**src/hdl/ref_drv_consts.vh**
```
/*
  Constants of the reference input and primary driver register bank:
  register indices, field positions, reset values, driver mode codes.
  Assumes inclusion by bare name from the design files.
*/
`ifndef REF_DRV_CONSTS_VH
`define REF_DRV_CONSTS_VH

// ==========================================================
// register indices (byte address = 4 * index)
`define RX_BG_CTRL_IDX 8'h1a
`define CRYSTAL_INPUT_TUNE_IDX 8'h1b
`define CRYSTAL_INPUT_SPARE_IDX 8'h1c
`define REF_PATH_IDX 8'h1d
`define DRV_CTRL_IDX 8'h32

// ==========================================================
// receiver and band gap control fields
`define RX_RESET_BIT 7
`define BG_TRIM_HI 6
`define BG_TRIM_LO 2
`define BG_OVR_BIT 0
`define RX_BG_RESET 8'h00
`define RX_BG_MASK 8'h7d

// ==========================================================
// crystal tuning fields
`define XT_AUTO_BIT 7
`define XT_CAP_HI 5
`define XT_CAP_LO 0
`define CRYSTAL_INPUT_TUNE_RESET 8'h80
`define CRYSTAL_INPUT_TUNE_MASK 8'hbf
`define XT_CAP_STEP_FF 12'h019
`define XT_CAP_AUTO 6'h00
`define XT_CAP_FF_RESET 12'h627

// ==========================================================
// reference path select fields
`define DOUBLER_BIT 2
`define FORCE_CRYSTAL_INPUT_BIT 0
`define REF_PATH_RESET 8'h00
`define REF_PATH_MASK 8'h05

// ==========================================================
// primary driver control fields
`define DRV_STRONG_BIT 7
`define DRV_PD_BIT 6
`define DRV_MODE_HI 5
`define DRV_MODE_LO 3
`define DRV_POL_HI 2
`define DRV_POL_LO 1
`define DRV_OVR_BIT 0
`define DRV_CTRL_RESET 8'ha8
`define DRV_CTRL_MASK 8'hff

// ==========================================================
// driver mode codes
`define MODE_CMOS_BOTH 3'h0
`define MODE_CMOS_POS 3'h1
`define MODE_CMOS_NEG 3'h2
`define MODE_CMOS_NONE 3'h3
`define MODE_LVDS 3'h4
`define MODE_LVPECL 3'h5

// ==========================================================
// axi responses
`define RESP_OKAY 2'h0
`define RESP_SLVERR 2'h2

`endif

```
**src/hdl/drive_decode.v**
```verilog
/*
  Primary clock output driver decode: turns the driver control byte and
  the output standard pin into per-pin enables, senses and mode flags.
  Assumes the standard select pin is already synchronised.
*/
`include "ref_drv_consts.vh"
`default_nettype none

module drive_decode (
  input wire aclk,
  input wire aresetn,
  input wire [7:0] drv_ctrl,
  input wire std_sel_sync,
  output reg drv_strong,
  output reg drv_power_down,
  output reg drv_lvds,
  output reg drv_lvpecl,
  output reg drv_cmos,
  output reg pos_enable,
  output reg neg_enable,
  output reg pos_invert,
  output reg neg_invert
);

  // ==========================================================
  // combinational decode
  reg [2:0] mode;
  reg [1:0] pol;
  reg ovr;
  reg cmos_n, lvds_n, pecl_n, pe_n, ne_n, pi_n, ni_n, st_n, pd_n;

  always @* begin
    ovr = drv_ctrl[`DRV_OVR_BIT];
    mode = drv_ctrl[`DRV_MODE_HI:`DRV_MODE_LO];
    pol = drv_ctrl[`DRV_POL_HI:`DRV_POL_LO];
    cmos_n = 1'b0;
    lvds_n = 1'b0;
    pecl_n = 1'b0;
    pe_n = 1'b0;
    ne_n = 1'b0;
    pi_n = 1'b0;
    ni_n = 1'b1;
    // without override the pin picks lvds or lvpecl, strong, powered
    st_n = 1'b1;
    pd_n = 1'b0;
    if (!ovr) begin
      lvds_n = !std_sel_sync;
      pecl_n = std_sel_sync;
      pe_n = 1'b1;
      ne_n = 1'b1;
    end else begin
      st_n = drv_ctrl[`DRV_STRONG_BIT];
      pd_n = drv_ctrl[`DRV_PD_BIT];
      case (mode)
        `MODE_CMOS_BOTH: begin
          cmos_n = 1'b1;
          pe_n = 1'b1;
          ne_n = 1'b1;
        end
        `MODE_CMOS_POS: begin
          cmos_n = 1'b1;
          pe_n = 1'b1;
        end
        `MODE_CMOS_NEG: begin
          cmos_n = 1'b1;
          ne_n = 1'b1;
        end
        `MODE_CMOS_NONE: cmos_n = 1'b1;
        `MODE_LVDS: begin
          lvds_n = 1'b1;
          pe_n = 1'b1;
          ne_n = 1'b1;
        end
        `MODE_LVPECL: begin
          pecl_n = 1'b1;
          pe_n = 1'b1;
          ne_n = 1'b1;
        end
        default: begin
          // unused codes leave the driver idle
        end
      endcase
      // polarity only counts in cmos modes; else default senses
      if (cmos_n) begin
        pi_n = pol[1];
        ni_n = ~pol[0];
      end
    end
    if (pd_n) begin
      pe_n = 1'b0;
      ne_n = 1'b0;
    end
  end

  // ==========================================================
  // registered outputs
  always @(posedge aclk) begin
    if (!aresetn) begin
      drv_strong <= 1'b1;
      drv_power_down <= 1'b0;
      drv_lvds <= 1'b0;
      drv_lvpecl <= 1'b0;
      drv_cmos <= 1'b0;
      pos_enable <= 1'b0;
      neg_enable <= 1'b0;
      pos_invert <= 1'b0;
      neg_invert <= 1'b1;
    end else begin
      drv_strong <= st_n;
      drv_power_down <= pd_n;
      drv_lvds <= lvds_n;
      drv_lvpecl <= pecl_n;
      drv_cmos <= cmos_n;
      pos_enable <= pe_n;
      neg_enable <= ne_n;
      pos_invert <= pi_n;
      neg_invert <= ni_n;
    end
  end

endmodule
`default_nettype wire

```
**src/hdl/ref_drv_regs.v**
```verilog
/*
  Register bank for the reference input path and the primary clock
  output driver, reached over an AXI4-Lite slave.
  Assumes a single 40 MHz clock and a synchronous active-low reset;
  the standard select pin and the reference-present level are async.
  Only byte lane 0 of a write is stored; each register is one aligned
  word whose upper three bytes read zero. Unmapped or unaligned
  addresses answer with a slave error and change nothing.
  Reads and writes run independently, one of each in flight.
*/
`include "ref_drv_consts.vh"
`default_nettype none

module ref_drv_regs (
  input wire aclk,
  input wire aresetn,
  input wire [9:0] s_axi_awaddr,
  input wire s_axi_awvalid,
  output wire s_axi_awready,
  input wire [31:0] s_axi_wdata,
  input wire [3:0] s_axi_wstrb,
  input wire s_axi_wvalid,
  output wire s_axi_wready,
  output reg [1:0] s_axi_bresp,
  output reg s_axi_bvalid,
  input wire s_axi_bready,
  input wire [9:0] s_axi_araddr,
  input wire s_axi_arvalid,
  output wire s_axi_arready,
  output reg [31:0] s_axi_rdata,
  output reg [1:0] s_axi_rresp,
  output reg s_axi_rvalid,
  input wire s_axi_rready,
  input wire output_standard_select_pin,
  input wire ext_ref_present,
  output reg receiver_reset,
  output reg bandgap_manual,
  output reg [4:0] bandgap_trim,
  output reg crystal_input_cap_manual,
  output reg [5:0] crystal_input_cap_code,
  output reg [11:0] crystal_input_cap_ff,
  output reg doubler_enable,
  output reg use_external_ref,
  output wire drv_strong,
  output wire drv_power_down,
  output wire drv_lvds,
  output wire drv_lvpecl,
  output wire drv_cmos,
  output wire pos_enable,
  output wire neg_enable,
  output wire pos_invert,
  output wire neg_invert
);

  // ==========================================================
  // helpers
  // only the low ten address bits decode; higher bits are not wired
  // maps a byte address to a register slot, returns 3'h7 when unmapped
  function [2:0] slot;
    input [9:0] addr;
    begin
      if (addr[1:0] != 2'h0)
        slot = 3'h7;
      else if (addr[9:2] == `RX_BG_CTRL_IDX)
        slot = 3'h0;
      else if (addr[9:2] == `CRYSTAL_INPUT_TUNE_IDX)
        slot = 3'h1;
      else if (addr[9:2] == `CRYSTAL_INPUT_SPARE_IDX)
        slot = 3'h2;
      else if (addr[9:2] == `REF_PATH_IDX)
        slot = 3'h3;
      else if (addr[9:2] == `DRV_CTRL_IDX)
        slot = 3'h4;
      else
        slot = 3'h7;
    end
  endfunction

  // inverted binary tuning code to added capacitance, 0.001 pF units;
  // twelve bits cover the largest value, 63 steps of 25
  function [11:0] cap_ff;
    input [5:0] code;
    reg [5:0] steps;
    begin
      steps = ~code;
      cap_ff = {6'h00, steps} * `XT_CAP_STEP_FF;
    end
  endfunction

  // ==========================================================
  // register storage
  // the spare register has no storage: it reads zero and drops writes
  // writes land on the edge at which bvalid rises
  reg [7:0] rx_bg_reg;
  reg [7:0] crystal_input_tune_reg;
  reg [7:0] ref_path_reg;
  reg [7:0] drv_ctrl_reg;
  reg [7:0] rx_bg_next, crystal_input_tune_next, ref_path_next, drv_ctrl_next;
  reg rx_reset_next;

  // ==========================================================
  // pin synchronisers: first stage feeds only the second
  // both pins are asynchronous to aclk; reset clears them, so the
  // output standard reads as lvds for two cycles after reset
  reg std_meta_reg, std_sync_reg, ref_meta_reg, ref_sync_reg;

  always @(posedge aclk) begin
    if (!aresetn) begin
      std_meta_reg <= 1'b0;
      std_sync_reg <= 1'b0;
      ref_meta_reg <= 1'b0;
      ref_sync_reg <= 1'b0;
    end else begin
      std_meta_reg <= output_standard_select_pin;
      std_sync_reg <= std_meta_reg;
      ref_meta_reg <= ext_ref_present;
      ref_sync_reg <= ref_meta_reg;
    end
  end

  // ==========================================================
  // write channel: address and data held until both are present
  reg aw_held_reg, w_held_reg;
  reg [9:0] aw_addr_reg;
  reg [31:0] w_data_reg;
  reg [3:0] w_strb_reg;
  wire wr_go;

  // address and data may arrive in either order; the first one waits
  // in its holding register with its ready low until the other comes
  // no new write while the response waits, keeps one write in flight
  assign s_axi_awready = !aw_held_reg && !s_axi_bvalid;
  assign s_axi_wready = !w_held_reg && !s_axi_bvalid;
  assign wr_go = aw_held_reg && w_held_reg;

  always @(posedge aclk) begin
    if (!aresetn) begin
      aw_held_reg <= 1'b0;
      w_held_reg <= 1'b0;
      aw_addr_reg <= 10'h000;
      w_data_reg <= 32'h00000000;
      w_strb_reg <= 4'h0;
      s_axi_bvalid <= 1'b0;
      s_axi_bresp <= `RESP_OKAY;
    end else begin
      if (s_axi_awvalid && s_axi_awready) begin
        aw_held_reg <= 1'b1;
        aw_addr_reg <= s_axi_awaddr;
      end
      if (s_axi_wvalid && s_axi_wready) begin
        w_held_reg <= 1'b1;
        w_data_reg <= s_axi_wdata;
        w_strb_reg <= s_axi_wstrb;
      end
      if (wr_go) begin
        aw_held_reg <= 1'b0;
        w_held_reg <= 1'b0;
        s_axi_bvalid <= 1'b1;
        // an unmapped address is still answered, so the master never hangs
        s_axi_bresp <= (slot(aw_addr_reg) == 3'h7) ? `RESP_SLVERR : `RESP_OKAY;
      end else if (s_axi_bvalid && s_axi_bready) begin
        s_axi_bvalid <= 1'b0;
      end
    end
  end

  // ==========================================================
  // register update; only byte lane 0 carries data
  // a one written to the receiver reset bit is a command, not state
  always @* begin
    rx_bg_next = rx_bg_reg;
    crystal_input_tune_next = crystal_input_tune_reg;
    ref_path_next = ref_path_reg;
    drv_ctrl_next = drv_ctrl_reg;
    rx_reset_next = 1'b0;
    if (wr_go && w_strb_reg[0]) begin
      case (slot(aw_addr_reg))
        3'h0: begin
          rx_bg_next = w_data_reg[7:0] & `RX_BG_MASK;
          rx_reset_next = w_data_reg[`RX_RESET_BIT];
        end
        3'h1: crystal_input_tune_next = w_data_reg[7:0] & `CRYSTAL_INPUT_TUNE_MASK;
        3'h3: ref_path_next = w_data_reg[7:0] & `REF_PATH_MASK;
        3'h4: drv_ctrl_next = w_data_reg[7:0] & `DRV_CTRL_MASK;
        default: begin
          // spare register and unmapped slots store nothing
        end
      endcase
    end
  end

  always @(posedge aclk) begin
    if (!aresetn) begin
      rx_bg_reg <= `RX_BG_RESET;
      crystal_input_tune_reg <= `CRYSTAL_INPUT_TUNE_RESET;
      ref_path_reg <= `REF_PATH_RESET;
      drv_ctrl_reg <= `DRV_CTRL_RESET;
      receiver_reset <= 1'b0;
    end else begin
      rx_bg_reg <= rx_bg_next;
      crystal_input_tune_reg <= crystal_input_tune_next;
      ref_path_reg <= ref_path_next;
      drv_ctrl_reg <= drv_ctrl_next;
      receiver_reset <= rx_reset_next; // one-cycle pulse, self clearing
    end
  end

  // ==========================================================
  // read channel: one read in flight, answer one cycle after address
  // the address is decoded as it is taken, so no address is held
  // and a read never waits on a pending write
  assign s_axi_arready = !s_axi_rvalid;

  always @(posedge aclk) begin
    if (!aresetn) begin
      s_axi_rvalid <= 1'b0;
      s_axi_rdata <= 32'h00000000;
      s_axi_rresp <= `RESP_OKAY;
    end else if (s_axi_arvalid && s_axi_arready) begin
      s_axi_rvalid <= 1'b1;
      s_axi_rresp <= `RESP_OKAY;
      // receiver reset never reads back set: mask keeps bit 7 zero
      case (slot(s_axi_araddr))
        3'h0: s_axi_rdata <= {24'h000000, rx_bg_reg};
        3'h1: s_axi_rdata <= {24'h000000, crystal_input_tune_reg};
        3'h2: s_axi_rdata <= 32'h00000000;
        3'h3: s_axi_rdata <= {24'h000000, ref_path_reg};
        3'h4: s_axi_rdata <= {24'h000000, drv_ctrl_reg};
        default: begin
          // a slave error read returns zero data
          s_axi_rdata <= 32'h00000000;
          s_axi_rresp <= `RESP_SLVERR;
        end
      endcase
    end else if (s_axi_rready) begin
      s_axi_rvalid <= 1'b0;
    end
  end

  // ==========================================================
  // reference path controls, registered for clean outputs
  // reset values equal the decode of the register defaults, so the
  // outputs never show a state the registers cannot hold
  always @(posedge aclk) begin
    if (!aresetn) begin
      bandgap_manual <= 1'b0;
      bandgap_trim <= 5'h00;
      crystal_input_cap_manual <= 1'b0;
      crystal_input_cap_code <= `XT_CAP_AUTO;
      crystal_input_cap_ff <= `XT_CAP_FF_RESET;
      doubler_enable <= 1'b0;
      use_external_ref <= 1'b0;
    end else begin
      bandgap_manual <= rx_bg_reg[`BG_OVR_BIT];
      bandgap_trim <= rx_bg_reg[`BG_TRIM_HI:`BG_TRIM_LO];
      crystal_input_cap_manual <= !crystal_input_tune_reg[`XT_AUTO_BIT];
      crystal_input_cap_code <= crystal_input_tune_reg[`XT_CAP_HI:`XT_CAP_LO];
      // inverted binary: all ones is zero added, zero is 63 steps
      crystal_input_cap_ff <= cap_ff(crystal_input_tune_reg[`XT_CAP_HI:`XT_CAP_LO]);
      doubler_enable <= ref_path_reg[`DOUBLER_BIT];
      // a lost reference drops the external path three edges later:
      // two synchroniser stages and this register
      use_external_ref <= !ref_path_reg[`FORCE_CRYSTAL_INPUT_BIT] && ref_sync_reg;
    end
  end

  // ==========================================================
  // primary driver decode
  // the decoder registers its outputs, one edge behind the register
  drive_decode u_drive (
    .aclk(aclk),
    .aresetn(aresetn),
    .drv_ctrl(drv_ctrl_reg),
    .std_sel_sync(std_sync_reg),
    .drv_strong(drv_strong),
    .drv_power_down(drv_power_down),
    .drv_lvds(drv_lvds),
    .drv_lvpecl(drv_lvpecl),
    .drv_cmos(drv_cmos),
    .pos_enable(pos_enable),
    .neg_enable(neg_enable),
    .pos_invert(pos_invert),
    .neg_invert(neg_invert)
  );

endmodule
`default_nettype wire

```
**config.mk**
```make
export PLATFORM = sky130hd
export DESIGN_NAME = ref_drv_regs
export DESIGN_NICKNAME = d
export VERILOG_FILES = /design/src/hdl/drive_decode.v /design/src/hdl/ref_drv_regs.v
export VERILOG_INCLUDE_DIRS = /design/src /design/src/hdl
export SDC_FILE = /design/constraint.sdc
export NUM_CORES = 1
export LEC_CHECK = 0
export CAP_MARGIN = 0
export CORE_MARGIN = 2
export CORE_UTILIZATION = 35
export DETAILED_ROUTE_END_ITERATION = 6
export DONT_BUFFER_PORTS = 1
export GPL_TIMING_DRIVEN = 0
export SETUP_SLACK_MARGIN = 0.05
export SYNTH_ARGS = -nofsm -noshare
export SYNTH_HDL_FRONTEND = slang
export SYNTH_SLANG_ARGS = --single-unit
```
**constraint.sdc**
```tcl
create_clock -name aclk -period 2.6 [get_ports aclk]
set_input_delay 0.39 -clock aclk [delete_from_list [all_inputs] [get_ports aclk]]
set_output_delay 0.39 -clock aclk [all_outputs]
set_load 0.05 [all_outputs]
```
# == Word level (Yosys, flattened, before mapping) ==
# Index checks and enable logic that the tools add are counted.
# word_totals
reg_bits,123
output_inout_bits,78
wordCells,134
# op_classes
mul,1
eq_ne,23
n_mux,35
n_bitwise,3
n_reduce_logical,36
# ops
cell,count
equality test 8 x 5 -> 1 bit (second input constant),8
2-to-1 mux 3 bit,15
one-hot mux 8 bit (4 select lines),1
equality test 8 x 6 -> 1 bit (second input constant),2
equality test 3 x 2 -> 1 bit (second input constant),5
equality test 3 bit (second input constant),5
2-to-1 mux 1 bit,15
OR reduction 4 bit,3
multiplier 6 x 5 -> 11 bit (second input constant),1
AND reduction 2 bit,5
equality test 3 x 1 -> 1 bit (second input constant),3
logical AND 1 bit,9
logical NOT 3 bit,3
2-to-1 mux 2 bit,4
nonzero test 2 bit,4
logical NOT 1 bit,7
inverter 6 bit,1
AND reduction 3 bit,2
OR reduction 5 bit,1
OR reduction 2 bit,2
inverter 1 bit,2

# == Logic depth before layout (Yosys ltp) ==
# logic_depth
word_depth,12
depth_mapped,10
mapped_depth_nobuf,10

# == Hierarchy ==
# Synthesis repeated with hierarchy kept, for this count alone.
# hier_totals
hier_cells,473
area_unflattened_um2,4332.9
# modules_own_cells
module,instances,cells_per_inst,area_per_inst_um2
ref_drv_regs,1,446,4017.6
drive_decode,1,27,315.3

# == Worst setup path after synthesis ==
# Ideal clock, no wire load.
# synth_path
path_type,flip-flop to flip-flop
start,register crystal_input_tune_reg[1]
end,register crystal_input_cap_ff[10]
arrival_time_ps,2493
required_ps,2509
slack_ps,16
stages_incl_launch_ff,11
n_path_buf,0
cell_sequence,dfxtp_1 > inv_1 > ha_1 > ha_1 > ha_1 > fa_1 > a21o_1 > a21o_1 > a21oi_1 > nor3_1 > a311oi_1
# synth_via
elab_chain_len,2
# synth_lines
item,line,source
"start, declared",ref_drv_regs.v:95,reg [7:0] crystal_input_tune_reg;
"start signal, assigned",ref_drv_regs.v:195,crystal_input_tune_reg <= `CRYSTAL_INPUT_TUNE_RESET;
"start signal, assigned",ref_drv_regs.v:201,crystal_input_tune_reg <= crystal_input_tune_next;
inverter 6 bit,ref_drv_regs.v:85,steps = ~code;
multiplier 6 x 5 -> 11 bit (no line),-,
"end signal, assigned",ref_drv_regs.v:250,crystal_input_cap_ff <= `XT_CAP_FF_RESET;
"end signal, assigned",ref_drv_regs.v:259,crystal_input_cap_ff <= cap_ff(crystal_input_tune_reg[`XT_CAP_HI:`XT_CAP_LO]);
"end, declared",ref_drv_regs.v:41,"output reg [11:0] crystal_input_cap_ff,"
# Every way passes these cells.
# A chain may end at the register's enable or synchronous reset.

# == Final worst setup path ==
# layout_path
start,register crystal_input_tune_reg[2]
end,register crystal_input_cap_ff[10]
# The elaborated chain is that of the path after synthesis.

==> qor.yml <==
outcome: "complete, no violations"
first_iter_violations: 158
grt_remaining_overflow: 0
synth_cells: 461
yosysUniqueCellTypes: 53
setup_ws_ps: 197
fin_skew_ps: 11.7
synth-warning-count: 0
antenna_found_initial: 0
synth_top_family_by_area: "simple AND/OR/NAND/NOR gates"
maxCapViolations: 0
design_area_mm2: 0.00497
cts-root-buf: "clkbuf_16"
whs_ps: 139
grt_pass1_vias: 3003
clock.fmax_mhz: 416
hp-start: "s_axi_rready"
pin_count: 143
area_delta_synth_final_pct: 17.9
r2r-end: "crystal_input_cap_ff[10]"
die_w_um: 114
clock-sinks: 96
crit_chain: "inv_1, ha_4, ha_4, ha_4, fa_2, a21o_1, a21o_1, a21oi_2, nor3_1, a311oi_1"
p_leak_nw: 1.97
fillCellCount: 1186
dp_hpwl_mm: 7.53
worstPathArrival_ps: 2650
syn_area_mm2: 0.00421
largest_reg_flops: 11
placed_area_mm2: 0.00450
grt_usage_pct: 15.6
die_h_um: 114
fin_cells: 651
synth-adder-area-share_pct: 7.30
synth_xor_area_share_pct: 1.87
layout-drive-gt1-share_pct: 15.9
totalWireLength_mm: 9.93
synth.avg_cell_area_um2: 9.14
clk_path_buf_depth: 2
power_density_mw_per_mm2: 656
start_util_pct: 35.5
synthMuxAreaShare_pct: 6.03
coreArea_mm2: 0.0119
ir_drop_mv: 0.457
grt_max_degree: 17
crit_top_cell: "ha_4"
hold_buffers: 0
nets: 589
antennaDiodeCount: 0
end_kind: "flip-flop"
cp_top_family: "adder cells"
synthArstFlopShare_pct: 0
grt_pass1_wl_mm: 15.5
regToRegStartpoint: "crystal_input_tune_reg[2]"
synth-seq-cells: 96
clk_latency_ps: 350
synth_seq_area_share_pct: 45.6
port_buffers: 0
critPathKind: "reg2reg"
dr_total_vias: 3169
reg2reg_depth: 10
period_needed_ps: 2400
worstSetupStartpointType: "flip-flop"
setup_viol: 0
rows: 40
post-route-drc-count: 0
htree_levels: 3
timing.final.hold_violations: 0
ys_top_cells_by_area: "dfxtp_1, ha_1, nand2_1"
numCtsBuffers: 9
post-route-period-util_pct: 92.4
min_path_cells: 1
dp_slack_ps: -156
dieArea_mm2: 0.0129
cts.reportedPaths.clkPinSlew_ps: 60
cts_tree: "built"
synth_enable_flop_cells: 0
worst_pin_slew_ps: 961
ant_nets: 0
dr.pass1.iters: 4
routedWlPerCell_um: 15.2
routabilityCongestion: 0.861
synthFlopType: "dfxtp_1"
rsz0062_at_grt: "false"
cp_max_fo: 3
finalMaxSlewViolations: 0
synth_top_area_share_pct: 45.6
max_slew_margin_pct: 35.7
crit_buf_inv: 1
place_inst: 634
viasPerCell: 4.87
synth_largest_area_cell: "dfxtp_1"
synth_compound_area_share_pct: 10.0
crit_path_start: "crystal_input_tune_reg[2]"
slowest_stage: "dfxtp_2"
p_total_w: 0.00326
r2r_setup_slack_ps: 200
hold_end: "s_axi_rvalid"
worstPathRequired_ps: 2850
synthSimpleGateAreaFrac_pct: 21.5
cpPeakStageDelay_ps: 350
hold_class: "in2reg"
## cell families (layout without fill, tap and decap cells)
group | Yosys count | count (layout)
AOI/OAI and AO/OA | 68 | 68
other | 1 | 27
muxes | 25 | 25
and+or+nand+nor | 180 | 180
buffers and inverters | 58 | 75
DFF | 96 | 96
xor gates and xnor gates | 9 | 9
adders and majority gates | 24 | 24
## timing repair
| action | CTS | global route |
|---|---|---|
| pin swaps | 0 | 5 |
| buffers inserted | 0 | 2 |
| resized for setup | 10 | 13 |
| endpoints found under the setup margin | 2 | 1 |
## power by group
part           internal [W]  switching (W)
registers           0.00151      0.0000692
clock network      0.000844       0.000561
logic             0.0000792       0.000197
total               0.00243       0.000828
## worst reg2reg max path: stages (launching register included)
cell,delay [ps]
dfxtp_2,350
inv_1,80
ha_4,290
ha_4,200
ha_4,220
fa_2,350
a21o_1,180
a21o_1,180
a21oi_2,140
nor3_1,70
a311oi_1,240
## metal layers
metal	track usage [%]	wire length, um	vias up
met5	0	0	-
met4	3.66	84	0
met3	5.47	592	8
met2	25.9	4700	87
met1	19.6	4550	1475
li1	-	-	1599
## final cells by class
class | count | area [um2] | share of cell area (%)
Buffer | 43 | 264 | 5.31
Clock buffer | 9 | 225 | 4.53
Clock inverter | 6 | 91.3 | 1.84
Inverter | 15 | 58.8 | 1.18
Multi-Input combinational cell | 333 | 2200 | 44.3
Sequential cell | 96 | 1930 | 38.8
Tap cell | 147 | 184 | 3.70
Timing Repair Buffer | 2 | 15.0 | 0.302
## cells in the mapped netlist (3+ instances only)
cell type  count
a21o_1         4
a21oi_1       31
a31oi_1        3
and2_1        17
and3_1         3
buf_1          3
buf_4         27
clkbuf_1      12
dfxtp_1       96
ha_1          23
inv_1         15
mux2_2         3
mux2i_1       22
nand2_1       64
nand2b_1       6
nand3_1       17
nor2_1        41
nor2b_1        5
nor3_1         4
nor3b_1        3
o21ai_0       12
or3b_2         3
xnor2_1        8
## worst max path at each step
stage / endpoint / slack (ps) / cells past startpoint
6_report: crystal_input_cap_ff[10] / 200 / 10
5_1_grt: crystal_input_cap_ff[10] / 70 / 9
4_1_cts: crystal_input_cap_ff[10] / 50 / 10
3_5_place_dp: crystal_input_cap_ff[10] / -160 / 10
3_3_place_gp: crystal_input_cap_ff[10] / -130 / 10
2_1_floorplan: crystal_input_cap_ff[10] / 70 / 10
## per-stage QoR
step,TNS [ps],util (%)
floorplan,0,-
global placement,-130,37.9
detailed placement,-156,37.9
CTS,0,41.1
global route,0,41.9
finish,0,41.9
## placed cells by master, fill, tap and decap left out, types with 13 or more instances in the layout
master and count:
nand2_1 64, mux2i_1 22, conb_1 27, ha_1 13, dfxtp_1 91, a21oi_1 30
nor2_1 41, nand3_1 17, and2_1 17, buf_4 29
Note: power is estimated with default switching activity, not from simulation.
